File: src/shared/ajs_consts.svh
// Behaviour
// - after reset, write 20h to analog register 0-059h (always-one bit)
// - above 400 MHz input, write C0h, 40h, 04h to 0-039h, 0-03Ah, 0-056h
// - select page: 00h to 4-003h, then 69h, 6Ah or 68h to 4-004h
// - on JESD digital page, write 80h to 6-000h (K override)
// - reset serializer PLL: write 40h then 00h to 6-017h, analog page
// - apply main digital settings by writing 01h then 00h to 6-000h
// - on JESD digital page, write frames-per-multiframe K to 6-006h
// - while SYNCB is low the device sends K28.5 characters
// - after SYNCB goes high the device sends ILA, then sample data
// - wait at least 1 ms after power-up before the reset pulse
// - hardware reset pulse lasts at least 10 ns
// - wait at least 100 ns after reset before first port select
`ifndef AJS_CONSTS_SVH
`define AJS_CONSTS_SVH

`define AJS_CLK_NS 8
`define AJS_T_PU_US 1000
`define AJS_T_RST_NS 10
`define AJS_T_WR_NS 100
`define AJS_PU_CYC (`AJS_T_PU_US * 1000 / `AJS_CLK_NS)
`define AJS_RST_CYC ((`AJS_T_RST_NS + `AJS_CLK_NS - 1) / `AJS_CLK_NS)
`define AJS_WR_CYC ((`AJS_T_WR_NS + `AJS_CLK_NS - 1) / `AJS_CLK_NS)

`define AJS_SCK_DIV 2'h3
`define AJS_FRAME_LAST 5'h17
`define AJS_GAP_CYC 17'h00004
`define AJS_LAST_STEP 5'h11
`define AJS_HF_FIRST 5'h01
`define AJS_HF_SKIP 5'h04

`define AJS_A_CTRL 8'h00
`define AJS_A_STAT 8'h04
`define AJS_B_START 0
`define AJS_B_HF 1
`define AJS_K_LSB 8

`define AJS_BK_ANA 4'h0
`define AJS_BK_SEL 4'h4
`define AJS_BK_JESD 4'h6
`define AJS_R_ALWAYS1 12'h059
`define AJS_R_HF0 12'h039
`define AJS_R_HF1 12'h03a
`define AJS_R_HF2 12'h056
`define AJS_R_PG_LO 12'h003
`define AJS_R_PG_HI 12'h004
`define AJS_R_CTRL0 12'h000
`define AJS_R_PLL 12'h017
`define AJS_R_K 12'h006
`define AJS_V_ALWAYS1 8'h20
`define AJS_V_HF0 8'hc0
`define AJS_V_HF1 8'h40
`define AJS_V_HF2 8'h04
`define AJS_V_ZERO 8'h00
`define AJS_PG_JDIG 8'h69
`define AJS_PG_JANA 8'h6a
`define AJS_PG_MAIN 8'h68
`define AJS_V_KOVR 8'h80
`define AJS_V_PLLRST 8'h40
`define AJS_V_APPLY 8'h01

`endif

File: src/shared/ajs_pkg.sv
package ajs_pkg;
    typedef enum logic [3:0] {
        AJS_IDLE = 4'b0000,
        AJS_PWR = 4'b0001,
        AJS_RST = 4'b0010,
        AJS_WRW = 4'b0011,
        AJS_LOAD = 4'b0100,
        AJS_SHIFT = 4'b0101,
        AJS_GAP = 4'b0110,
        AJS_SYNC = 4'b0111,
        AJS_DONE = 4'b1000
    } ajs_st_t;

    typedef struct packed {
        ajs_st_t st;
        logic [16:0] cnt;
        logic [4:0] step;
        logic [23:0] sh;
        logic [4:0] nbit;
        logic [1:0] div;
        logic sclk;
        logic sen_n;
        logic dev_rst;
        logic syncb;
        logic hf;
        logic [7:0] k;
        logic done;
        logic ack;
        logic [31:0] rdat;
    } ajs_state_t;
endpackage

File: src/design/ajs_seq.sv
// Local design decisions: the register addresses and the Wishbone interface to the registers.
`timescale 1ns/10ps
`include "ajs_consts.svh"

module ajs_seq
    import ajs_pkg::*;
#(
    parameter int unsigned PU_CYCLES = `AJS_PU_CYC
) (
    input wire logic clk_i,
    input wire logic rst_i,
    input wire logic wb_cyc_i,
    input wire logic wb_stb_i,
    input wire logic wb_we_i,
    input wire logic [7:0] wb_adr_i,
    input wire logic [31:0] wb_dat_i,
    input wire logic [3:0] wb_sel_i,
    output logic [31:0] wb_dat_o,
    output logic wb_ack_o,
    input wire logic rx_synced_i,
    output logic dev_reset_o,
    output logic serial_port_select_n_o,
    output logic sclk_o,
    output logic sdata_o,
    output logic syncb_o
);

    // ==========================================================
    // device write list
    function automatic logic [23:0] ajs_word(input logic [4:0] step,
                                             input logic [7:0] k);
        logic [23:0] w;
        w = 24'h000000;
        case (step)
            5'h00: w = {`AJS_BK_ANA, `AJS_R_ALWAYS1, `AJS_V_ALWAYS1};
            5'h01: w = {`AJS_BK_ANA, `AJS_R_HF0, `AJS_V_HF0};
            5'h02: w = {`AJS_BK_ANA, `AJS_R_HF1, `AJS_V_HF1};
            5'h03: w = {`AJS_BK_ANA, `AJS_R_HF2, `AJS_V_HF2};
            5'h04: w = {`AJS_BK_SEL, `AJS_R_PG_LO, `AJS_V_ZERO};
            5'h05: w = {`AJS_BK_SEL, `AJS_R_PG_HI, `AJS_PG_JDIG};
            5'h06: w = {`AJS_BK_JESD, `AJS_R_CTRL0, `AJS_V_KOVR};
            5'h07: w = {`AJS_BK_SEL, `AJS_R_PG_LO, `AJS_V_ZERO};
            5'h08: w = {`AJS_BK_SEL, `AJS_R_PG_HI, `AJS_PG_JANA};
            5'h09: w = {`AJS_BK_JESD, `AJS_R_PLL, `AJS_V_PLLRST};
            5'h0a: w = {`AJS_BK_JESD, `AJS_R_PLL, `AJS_V_ZERO};
            5'h0b: w = {`AJS_BK_SEL, `AJS_R_PG_LO, `AJS_V_ZERO};
            5'h0c: w = {`AJS_BK_SEL, `AJS_R_PG_HI, `AJS_PG_MAIN};
            5'h0d: w = {`AJS_BK_JESD, `AJS_R_CTRL0, `AJS_V_APPLY};
            5'h0e: w = {`AJS_BK_JESD, `AJS_R_CTRL0, `AJS_V_ZERO};
            5'h0f: w = {`AJS_BK_SEL, `AJS_R_PG_LO, `AJS_V_ZERO};
            5'h10: w = {`AJS_BK_SEL, `AJS_R_PG_HI, `AJS_PG_JDIG};
            5'h11: w = {`AJS_BK_JESD, `AJS_R_K, k};
            default: w = 24'h000000;
        endcase
        return w;
    endfunction

    ajs_state_t s;
    ajs_state_t next_s;
    logic wr_ctrl;
    logic sck_en;

    assign wr_ctrl = wb_cyc_i && wb_stb_i && wb_we_i && !s.ack
        && wb_adr_i == `AJS_A_CTRL;
    assign sck_en = s.div == `AJS_SCK_DIV;

    // ==========================================================
    // next state
    always_comb begin
        next_s = s;
        next_s.ack = wb_cyc_i && wb_stb_i && !s.ack;
        next_s.div = sck_en ? 2'h0 : s.div + 2'h1;
        next_s.rdat = 32'h00000000;
        if (wb_adr_i == `AJS_A_CTRL) begin
            next_s.rdat = {16'h0000, s.k, 6'h00, s.hf, 1'b0};
        end else if (wb_adr_i == `AJS_A_STAT) begin
            next_s.rdat = {24'h000000, s.st, 1'b0, s.syncb, s.done,
                           s.st != AJS_IDLE && s.st != AJS_DONE};
        end
        if (wr_ctrl && wb_sel_i[0]) begin
            next_s.hf = wb_dat_i[`AJS_B_HF];
        end
        if (wr_ctrl && wb_sel_i[1]) begin
            next_s.k = wb_dat_i[`AJS_K_LSB +: 8];
        end
        case (s.st)
            AJS_IDLE, AJS_DONE: begin
                if (wr_ctrl && wb_sel_i[0] && wb_dat_i[`AJS_B_START]) begin
                    next_s.st = AJS_PWR;
                    next_s.cnt = 17'(PU_CYCLES - 1);
                    next_s.done = 1'b0;
                    next_s.syncb = 1'b0;
                end
            end
            AJS_PWR: begin
                next_s.cnt = s.cnt - 17'h00001;
                if (s.cnt == 17'h00000) begin
                    next_s.st = AJS_RST;
                    next_s.dev_rst = 1'b1;
                    next_s.cnt = 17'(`AJS_RST_CYC - 1);
                end
            end
            AJS_RST: begin
                next_s.cnt = s.cnt - 17'h00001;
                if (s.cnt == 17'h00000) begin
                    next_s.st = AJS_WRW;
                    next_s.dev_rst = 1'b0;
                    next_s.cnt = 17'(`AJS_WR_CYC - 1);
                    next_s.step = 5'h00;
                end
            end
            AJS_WRW: begin
                next_s.cnt = s.cnt - 17'h00001;
                if (s.cnt == 17'h00000) begin
                    next_s.st = AJS_LOAD;
                end
            end
            AJS_LOAD: begin
                if (sck_en) begin
                    next_s.st = AJS_SHIFT;
                    next_s.sh = ajs_word(s.step, s.k);
                    next_s.sen_n = 1'b0;
                    next_s.sclk = 1'b0;
                    next_s.nbit = 5'h00;
                end
            end
            AJS_SHIFT: begin
                if (sck_en && !s.sclk) begin
                    next_s.sclk = 1'b1;
                end else if (sck_en) begin
                    next_s.sclk = 1'b0;
                    next_s.sh = {s.sh[22:0], 1'b0};
                    next_s.nbit = s.nbit + 5'h01;
                    if (s.nbit == `AJS_FRAME_LAST) begin
                        next_s.st = AJS_GAP;
                        next_s.sen_n = 1'b1;
                        next_s.cnt = `AJS_GAP_CYC;
                    end
                end
            end
            AJS_GAP: begin
                next_s.cnt = s.cnt - 17'h00001;
                if (s.cnt == 17'h00000) begin
                    if (s.step == `AJS_LAST_STEP) begin
                        next_s.st = AJS_SYNC;
                    end else begin
                        next_s.st = AJS_LOAD;
                        if (s.step == 5'h00 && !s.hf) begin
                            next_s.step = `AJS_HF_SKIP;
                        end else begin
                            next_s.step = s.step + 5'h01;
                        end
                    end
                end
            end
            // syncb held low, release on sync
            AJS_SYNC: begin
                if (rx_synced_i) begin
                    next_s.syncb = 1'b1;
                    next_s.done = 1'b1;
                    next_s.st = AJS_DONE;
                end
            end
            default: next_s.st = AJS_IDLE;
        endcase
    end

    always_ff @(posedge clk_i) begin
        if (rst_i) begin
            s <= '0;
            s.st <= AJS_IDLE;
            s.sen_n <= 1'b1;
        end else begin
            s <= next_s;
        end
    end

    assign wb_ack_o = s.ack;
    assign wb_dat_o = s.rdat;
    assign dev_reset_o = s.dev_rst;
    assign serial_port_select_n_o = s.sen_n;
    assign sclk_o = s.sclk;
    assign sdata_o = s.sh[23];
    assign syncb_o = s.syncb;

    // ==========================================================
    // checks
    logic [7:0] since_rst;
    always_ff @(posedge clk_i) begin
        if (rst_i || s.dev_rst) begin
            since_rst <= 8'h00;
        end else if (since_rst != 8'hff) begin
            since_rst <= since_rst + 8'h01;
        end
    end
endmodule

File: config.mk
export PLATFORM = sky130hd
export DESIGN_NAME = ajs_seq
export DESIGN_NICKNAME = d
export VERILOG_FILES = /design/src/shared/ajs_pkg.sv /design/src/design/ajs_seq.sv
export VERILOG_INCLUDE_DIRS = /design/src /design/src/shared
export SDC_FILE = /design/constraint.sdc
export NUM_CORES = 1
export LEC_CHECK = 0
export BUFFER_PORTS_ARGS = -buffer_cell sky130_fd_sc_hd__buf_2
export CELL_PAD_IN_SITES_DETAIL_PLACEMENT = 1
export CELL_PAD_IN_SITES_GLOBAL_PLACEMENT = 1
export CORE_MARGIN = 3
export CORE_UTILIZATION = 37
export DETAILED_ROUTE_END_ITERATION = 12
export PLACE_DENSITY_LB_ADDON = 0.1
export SYNTH_ARGS = -nofsm -noshare
export SYNTH_HDL_FRONTEND = slang
export SYNTH_SLANG_ARGS = --single-unit
File: constraint.sdc
create_clock -name clk_i -period 2.1 [get_ports clk_i]
set_input_delay 0.42 -clock clk_i [delete_from_list [all_inputs] [get_ports clk_i]]
set_output_delay 0.42 -clock clk_i [all_outputs]
set_load 0.05 [all_outputs]
==> impl_metrics.prom <==
# TYPE chip_impl_metric gauge
chip_impl_info{name="outcome",value="completed"} 1
chip_impl_metric{name="seq_area_frac_synth",unit="%"} 36.2
chip_impl_metric{name="holdWs",unit="ns"} 0.304
chip_impl_info{name="setup.worst_path.start",value="s[83]"} 1
chip_impl_metric{name="synth-compound-area-share",unit="%"} 24.2
chip_impl_info{name="worstHoldPathType",value="in -> reg"} 1
chip_impl_metric{name="aggregate_global_routing_overflow",unit=""} 0
chip_impl_metric{name="tritoncts_num_sinks",unit=""} 86
chip_impl_info{name="synth_top_area_cell",value="dfxtp_1"} 1
chip_impl_info{name="regToRegEndpoint",value="s[89]"} 1
chip_impl_metric{name="die_h",unit="um"} 119
chip_impl_metric{name="proportion_of_layout_cells_with_a_drive_suffix_above_1",unit="%"} 27.1
chip_impl_metric{name="timing.reg2reg.setup_slack",unit="ns"} 0.003
chip_impl_info{name="setup.worst_path.end_class",value="flop"} 1
chip_impl_info{name="timing.critical_path.to",value="s[89]"} 1
chip_impl_metric{name="cts_inserted_buffers",unit=""} 9
chip_impl_metric{name="power.leakage",unit="nW"} 2.37
chip_impl_metric{name="synth_adder_area_share",unit="%"} 2.37
chip_impl_metric{name="detailedPlace.worstSlack",unit="ns"} -0.224
chip_impl_metric{name="ioPinCount",unit=""} 88
chip_impl_metric{name="place_congestion",unit=""} 0.877
chip_impl_metric{name="synth_xor_area_share",unit="%"} 1.10
chip_impl_metric{name="place.port_buffers",unit=""} 46
chip_impl_metric{name="post-route-period-util",unit="%"} 99.9
chip_impl_metric{name="grt_antenna_before_repair",unit=""} 0
chip_impl_metric{name="max_cap_viol_count",unit=""} 0
chip_impl_metric{name="ant_nets",unit=""} 0
chip_impl_metric{name="cts_buffer_depth",unit=""} 2
chip_impl_metric{name="synth_edf_count",unit=""} 0
chip_impl_metric{name="synthesis.area",unit="um2"} 4760
chip_impl_metric{name="arrival",unit="ns"} 2.39
chip_impl_metric{name="timing.fmax",unit="GHz"} 0.477
chip_impl_metric{name="post-route-drc-count",unit=""} 0
chip_impl_metric{name="hold_viol",unit=""} 0
chip_impl_metric{name="placed_cell_area",unit="um2"} 5360
chip_impl_metric{name="power_per_cell_area",unit="nW/um2"} 1150
chip_impl_metric{name="multiplexer_share_of_the_synthesized_area",unit="%"} 0
chip_impl_metric{name="grt_max_degree",unit=""} 28
chip_impl_metric{name="final-setup-viol-count",unit=""} 0
chip_impl_metric{name="synth_top_area_share",unit="%"} 36.2
chip_impl_metric{name="htreeDepth",unit=""} 3
chip_impl_metric{name="core_region_area",unit="um2"} 12300
chip_impl_metric{name="wl_per_cell",unit="um"} 17.9
chip_impl_metric{name="clock_transition_time_at_the_flip_flop_clock_pins_of_the_worst_setup_and_hold_paths",unit="ns"} 0.07
chip_impl_metric{name="placement_rows",unit=""} 40
chip_impl_info{name="cp-start-kind",value="flop"} 1
chip_impl_info{name="rr_startpoint",value="s[83]"} 1
chip_impl_info{name="synth_top_flop_cell",value="dfxtp_1"} 1
chip_impl_metric{name="place.detailed.instances",unit=""} 809
chip_impl_metric{name="post-route-worst-setup-slack",unit="ns"} 0.00277
chip_impl_metric{name="routed_via_density",unit=""} 5.59
chip_impl_metric{name="violation_count_after_the_first_detailed_route_iteration",unit=""} 248
chip_impl_info{name="main_combinational_cell_family_by_area_after_synthesis",value="simple AND/OR/NAND/NOR gates"} 1
chip_impl_info{name="setup_repair_after_global_routing_missed_its_margin",value="yes"} 1
chip_impl_metric{name="finish.utilization",unit="%"} 48.2
chip_impl_metric{name="min_period",unit="ns"} 2.10
chip_impl_metric{name="yosys_register_bits",unit=""} 86
chip_impl_metric{name="clk-insertion-delay-late",unit="ns"} 0.35
chip_impl_metric{name="num_antenna_cells",unit=""} 0
chip_impl_metric{name="grt_first_pass_wirelength",unit="um"} 23900
chip_impl_metric{name="netlist-cell-type-count",unit=""} 75
chip_impl_metric{name="grt_pass1_vias",unit=""} 4627
chip_impl_metric{name="total_non_filler_cell_area_in_the_finished_layout",unit="um2"} 5910
chip_impl_metric{name="detailedRoute.firstPassIterationCount",unit=""} 5
chip_impl_metric{name="routed_wire_length",unit="um"} 14900
chip_impl_metric{name="layout_stage_area_growth_over_the_synthesis_result",unit="%"} 24.4
chip_impl_info{name="critPathKind",value="reg -> reg"} 1
chip_impl_metric{name="yosysWarningCount",unit=""} 0
chip_impl_metric{name="worst-r2r-cell-count",unit=""} 9
chip_impl_metric{name="yosys.area_share.simple",unit="%"} 26.2
chip_impl_info{name="cts_root_buffer_type",value="clkbuf_16"} 1
chip_impl_info{name="synth_area_leaders",value="dfxtp_1 36%, a21oi_1 5.6%, buf_4 5.1%"} 1
chip_impl_metric{name="dp_hpwl",unit="um"} 10600
chip_impl_metric{name="totalPowerFinal",unit="mW"} 6.78
chip_impl_metric{name="worst_pin_slew",unit="ns"} 0.564
chip_impl_metric{name="synth_area_per_cell",unit="um2"} 8.13
chip_impl_info{name="cts_tree",value="yes"} 1
chip_impl_metric{name="final_nets",unit=""} 719
chip_impl_metric{name="area_enclosed_by_the_die_boundary",unit="um2"} 14300
chip_impl_metric{name="postCtsHoldBufs",unit=""} 0
chip_impl_metric{name="vdd_ir_drop_max",unit="mV"} 0.518
chip_impl_metric{name="finClkSkew",unit="ns"} 0.0112
chip_impl_metric{name="die_width",unit="um"} 119
chip_impl_metric{name="num_vias",unit=""} 4658
chip_impl_metric{name="worst_ep_required_time",unit="ns"} 2.39
chip_impl_metric{name="layoutNonFillerInstCount",unit=""} 833
chip_impl_metric{name="global_route.usage.total",unit="%"} 20.7
chip_impl_metric{name="pins_over_their_slew_limit",unit=""} 0
chip_impl_metric{name="totalNegativeSetupSlack",unit="ns"} 0
chip_impl_metric{name="ys_async_sr_fraction",unit="%"} 0
chip_impl_metric{name="start_util",unit="%"} 38.8
chip_impl_metric{name="syn_inst",unit=""} 585
chip_impl_metric{name="max-slew-margin-rel",unit="%"} 62.3
chip_impl_metric{name="path_max_fanout",unit=""} 5
-- metal layers --
metal	wire length (um)	GRT usage, %	vias to the layer above	part of all wire, %
met5	0	0	-	0
met3	611	4.18	14	4.1
met2	7100	34.6	95	48
met1	6980	27.2	2293	47
met4	227	5.94	0	1.5
li1	-	-	2256	-
-- how the worst min path moves through the flow --
stage	startpoint	endpoint	slack (ns)	cells after the start
final	wb_stb_i	wb_ack_o	0.30	3
after global routing	wb_stb_i	wb_ack_o	0.30	3
after CTS	wb_stb_i	wb_ack_o	0.29	3
after detailed placement	wb_ack_o	wb_ack_o	0.43	1
after global placement	wb_ack_o	wb_ack_o	0.43	1
after floorplan	s[60]	s[60]	0.43	2
-- worst max-delay path: stages (launching register included) --
cell and delay (ns):
dfxtp_2 0.32, inv_2 0.07, ha_4 0.12, buf_4 0.10, or3b_4 0.42, nor4_1 0.21
buf_4 0.17, o2111ai_1 0.19, a311oi_2 0.29, a311o_1 0.15
-- power breakdown --
part	total [mW]	leakage (nW)	switching, mW	internal, mW
combinational	3.02	1.51	1.65	1.38
sequential	1.87	0.696	0.132	1.74
clock	1.89	0.165	0.714	1.18
-- Yosys cell counts, types with 5 or more instances --
master    number
a211oi_1      12
ha_1           9
nor4_1        18
or3_1         11
nor2_1        33
a311oi_1       6
nand3b_1       6
inv_1         15
nand3_1       20
o21ai_0       31
buf_4         32
a21o_1         5
nor2b_1        9
and2_1        11
o211ai_1       7
o221ai_1       6
buf_2          6
dfxtp_1       86
clkbuf_1      31
nand2_1       58
nor3_1        16
a21oi_1       53
-- final cells by class --
cell class                      count  area (um2)
Timing Repair Buffer              120         810
Clock buffer                       10         229
Fill cell                        1491        6350
Sequential cell                    86        1730
Multi-Input combinational cell    425        2750
Inverter                           18        67.6
Tap cell                          168         210
Clock inverter                      6         118
-- cells in the final DEF, fill, tap and decap left out, types with 5 or more instances in the layout --
cell type  count
nor4_1        17
o211ai_1       7
buf_2         46
or3_1         11
nand2_1       58
ha_1           7
a21o_1         5
a211oi_1      12
conb_1        17
a21oi_1       51
buf_4         70
clkbuf_16      9
nor2b_1        9
nand3_1       19
nor3_1        13
nand3b_1       6
a311oi_1       5
dfxtp_2        5
o221ai_1       6
dfxtp_1       81
inv_1         13
nor2_1        32
o21ai_0       31
and2_1        11
-- state kept, by name, indices dropped and copies added (netlist names) --
name / flops
s: 66
wb_dat_o: 15
dev_reset_o: 1
sclk_o: 1
sdata_o: 1
serial_port_select_n_o: 1
wb_ack_o: 1
-- logic make-up (layout without fill, tap and decap cells) --
| logic type | Yosys count | in the layout |
|---|---|---|
| xor+xnor | 6 | 6 |
| fa+ha+maj | 9 | 9 |
| simple gates | 220 | 220 |
| buf+inv | 90 | 154 |
| compound gates | 173 | 173 |
| other cells | 1 | 17 |
| flops | 86 | 86 |
-- repair_timing --
item                       in CTS  in global routing
setup buffers                   3                  5
gates cloned                    0                  0
resized for setup               9                 23
pin swaps                       6                  5
setup endpoints to repair      10                 20
(Power assumes the default switching activity.)
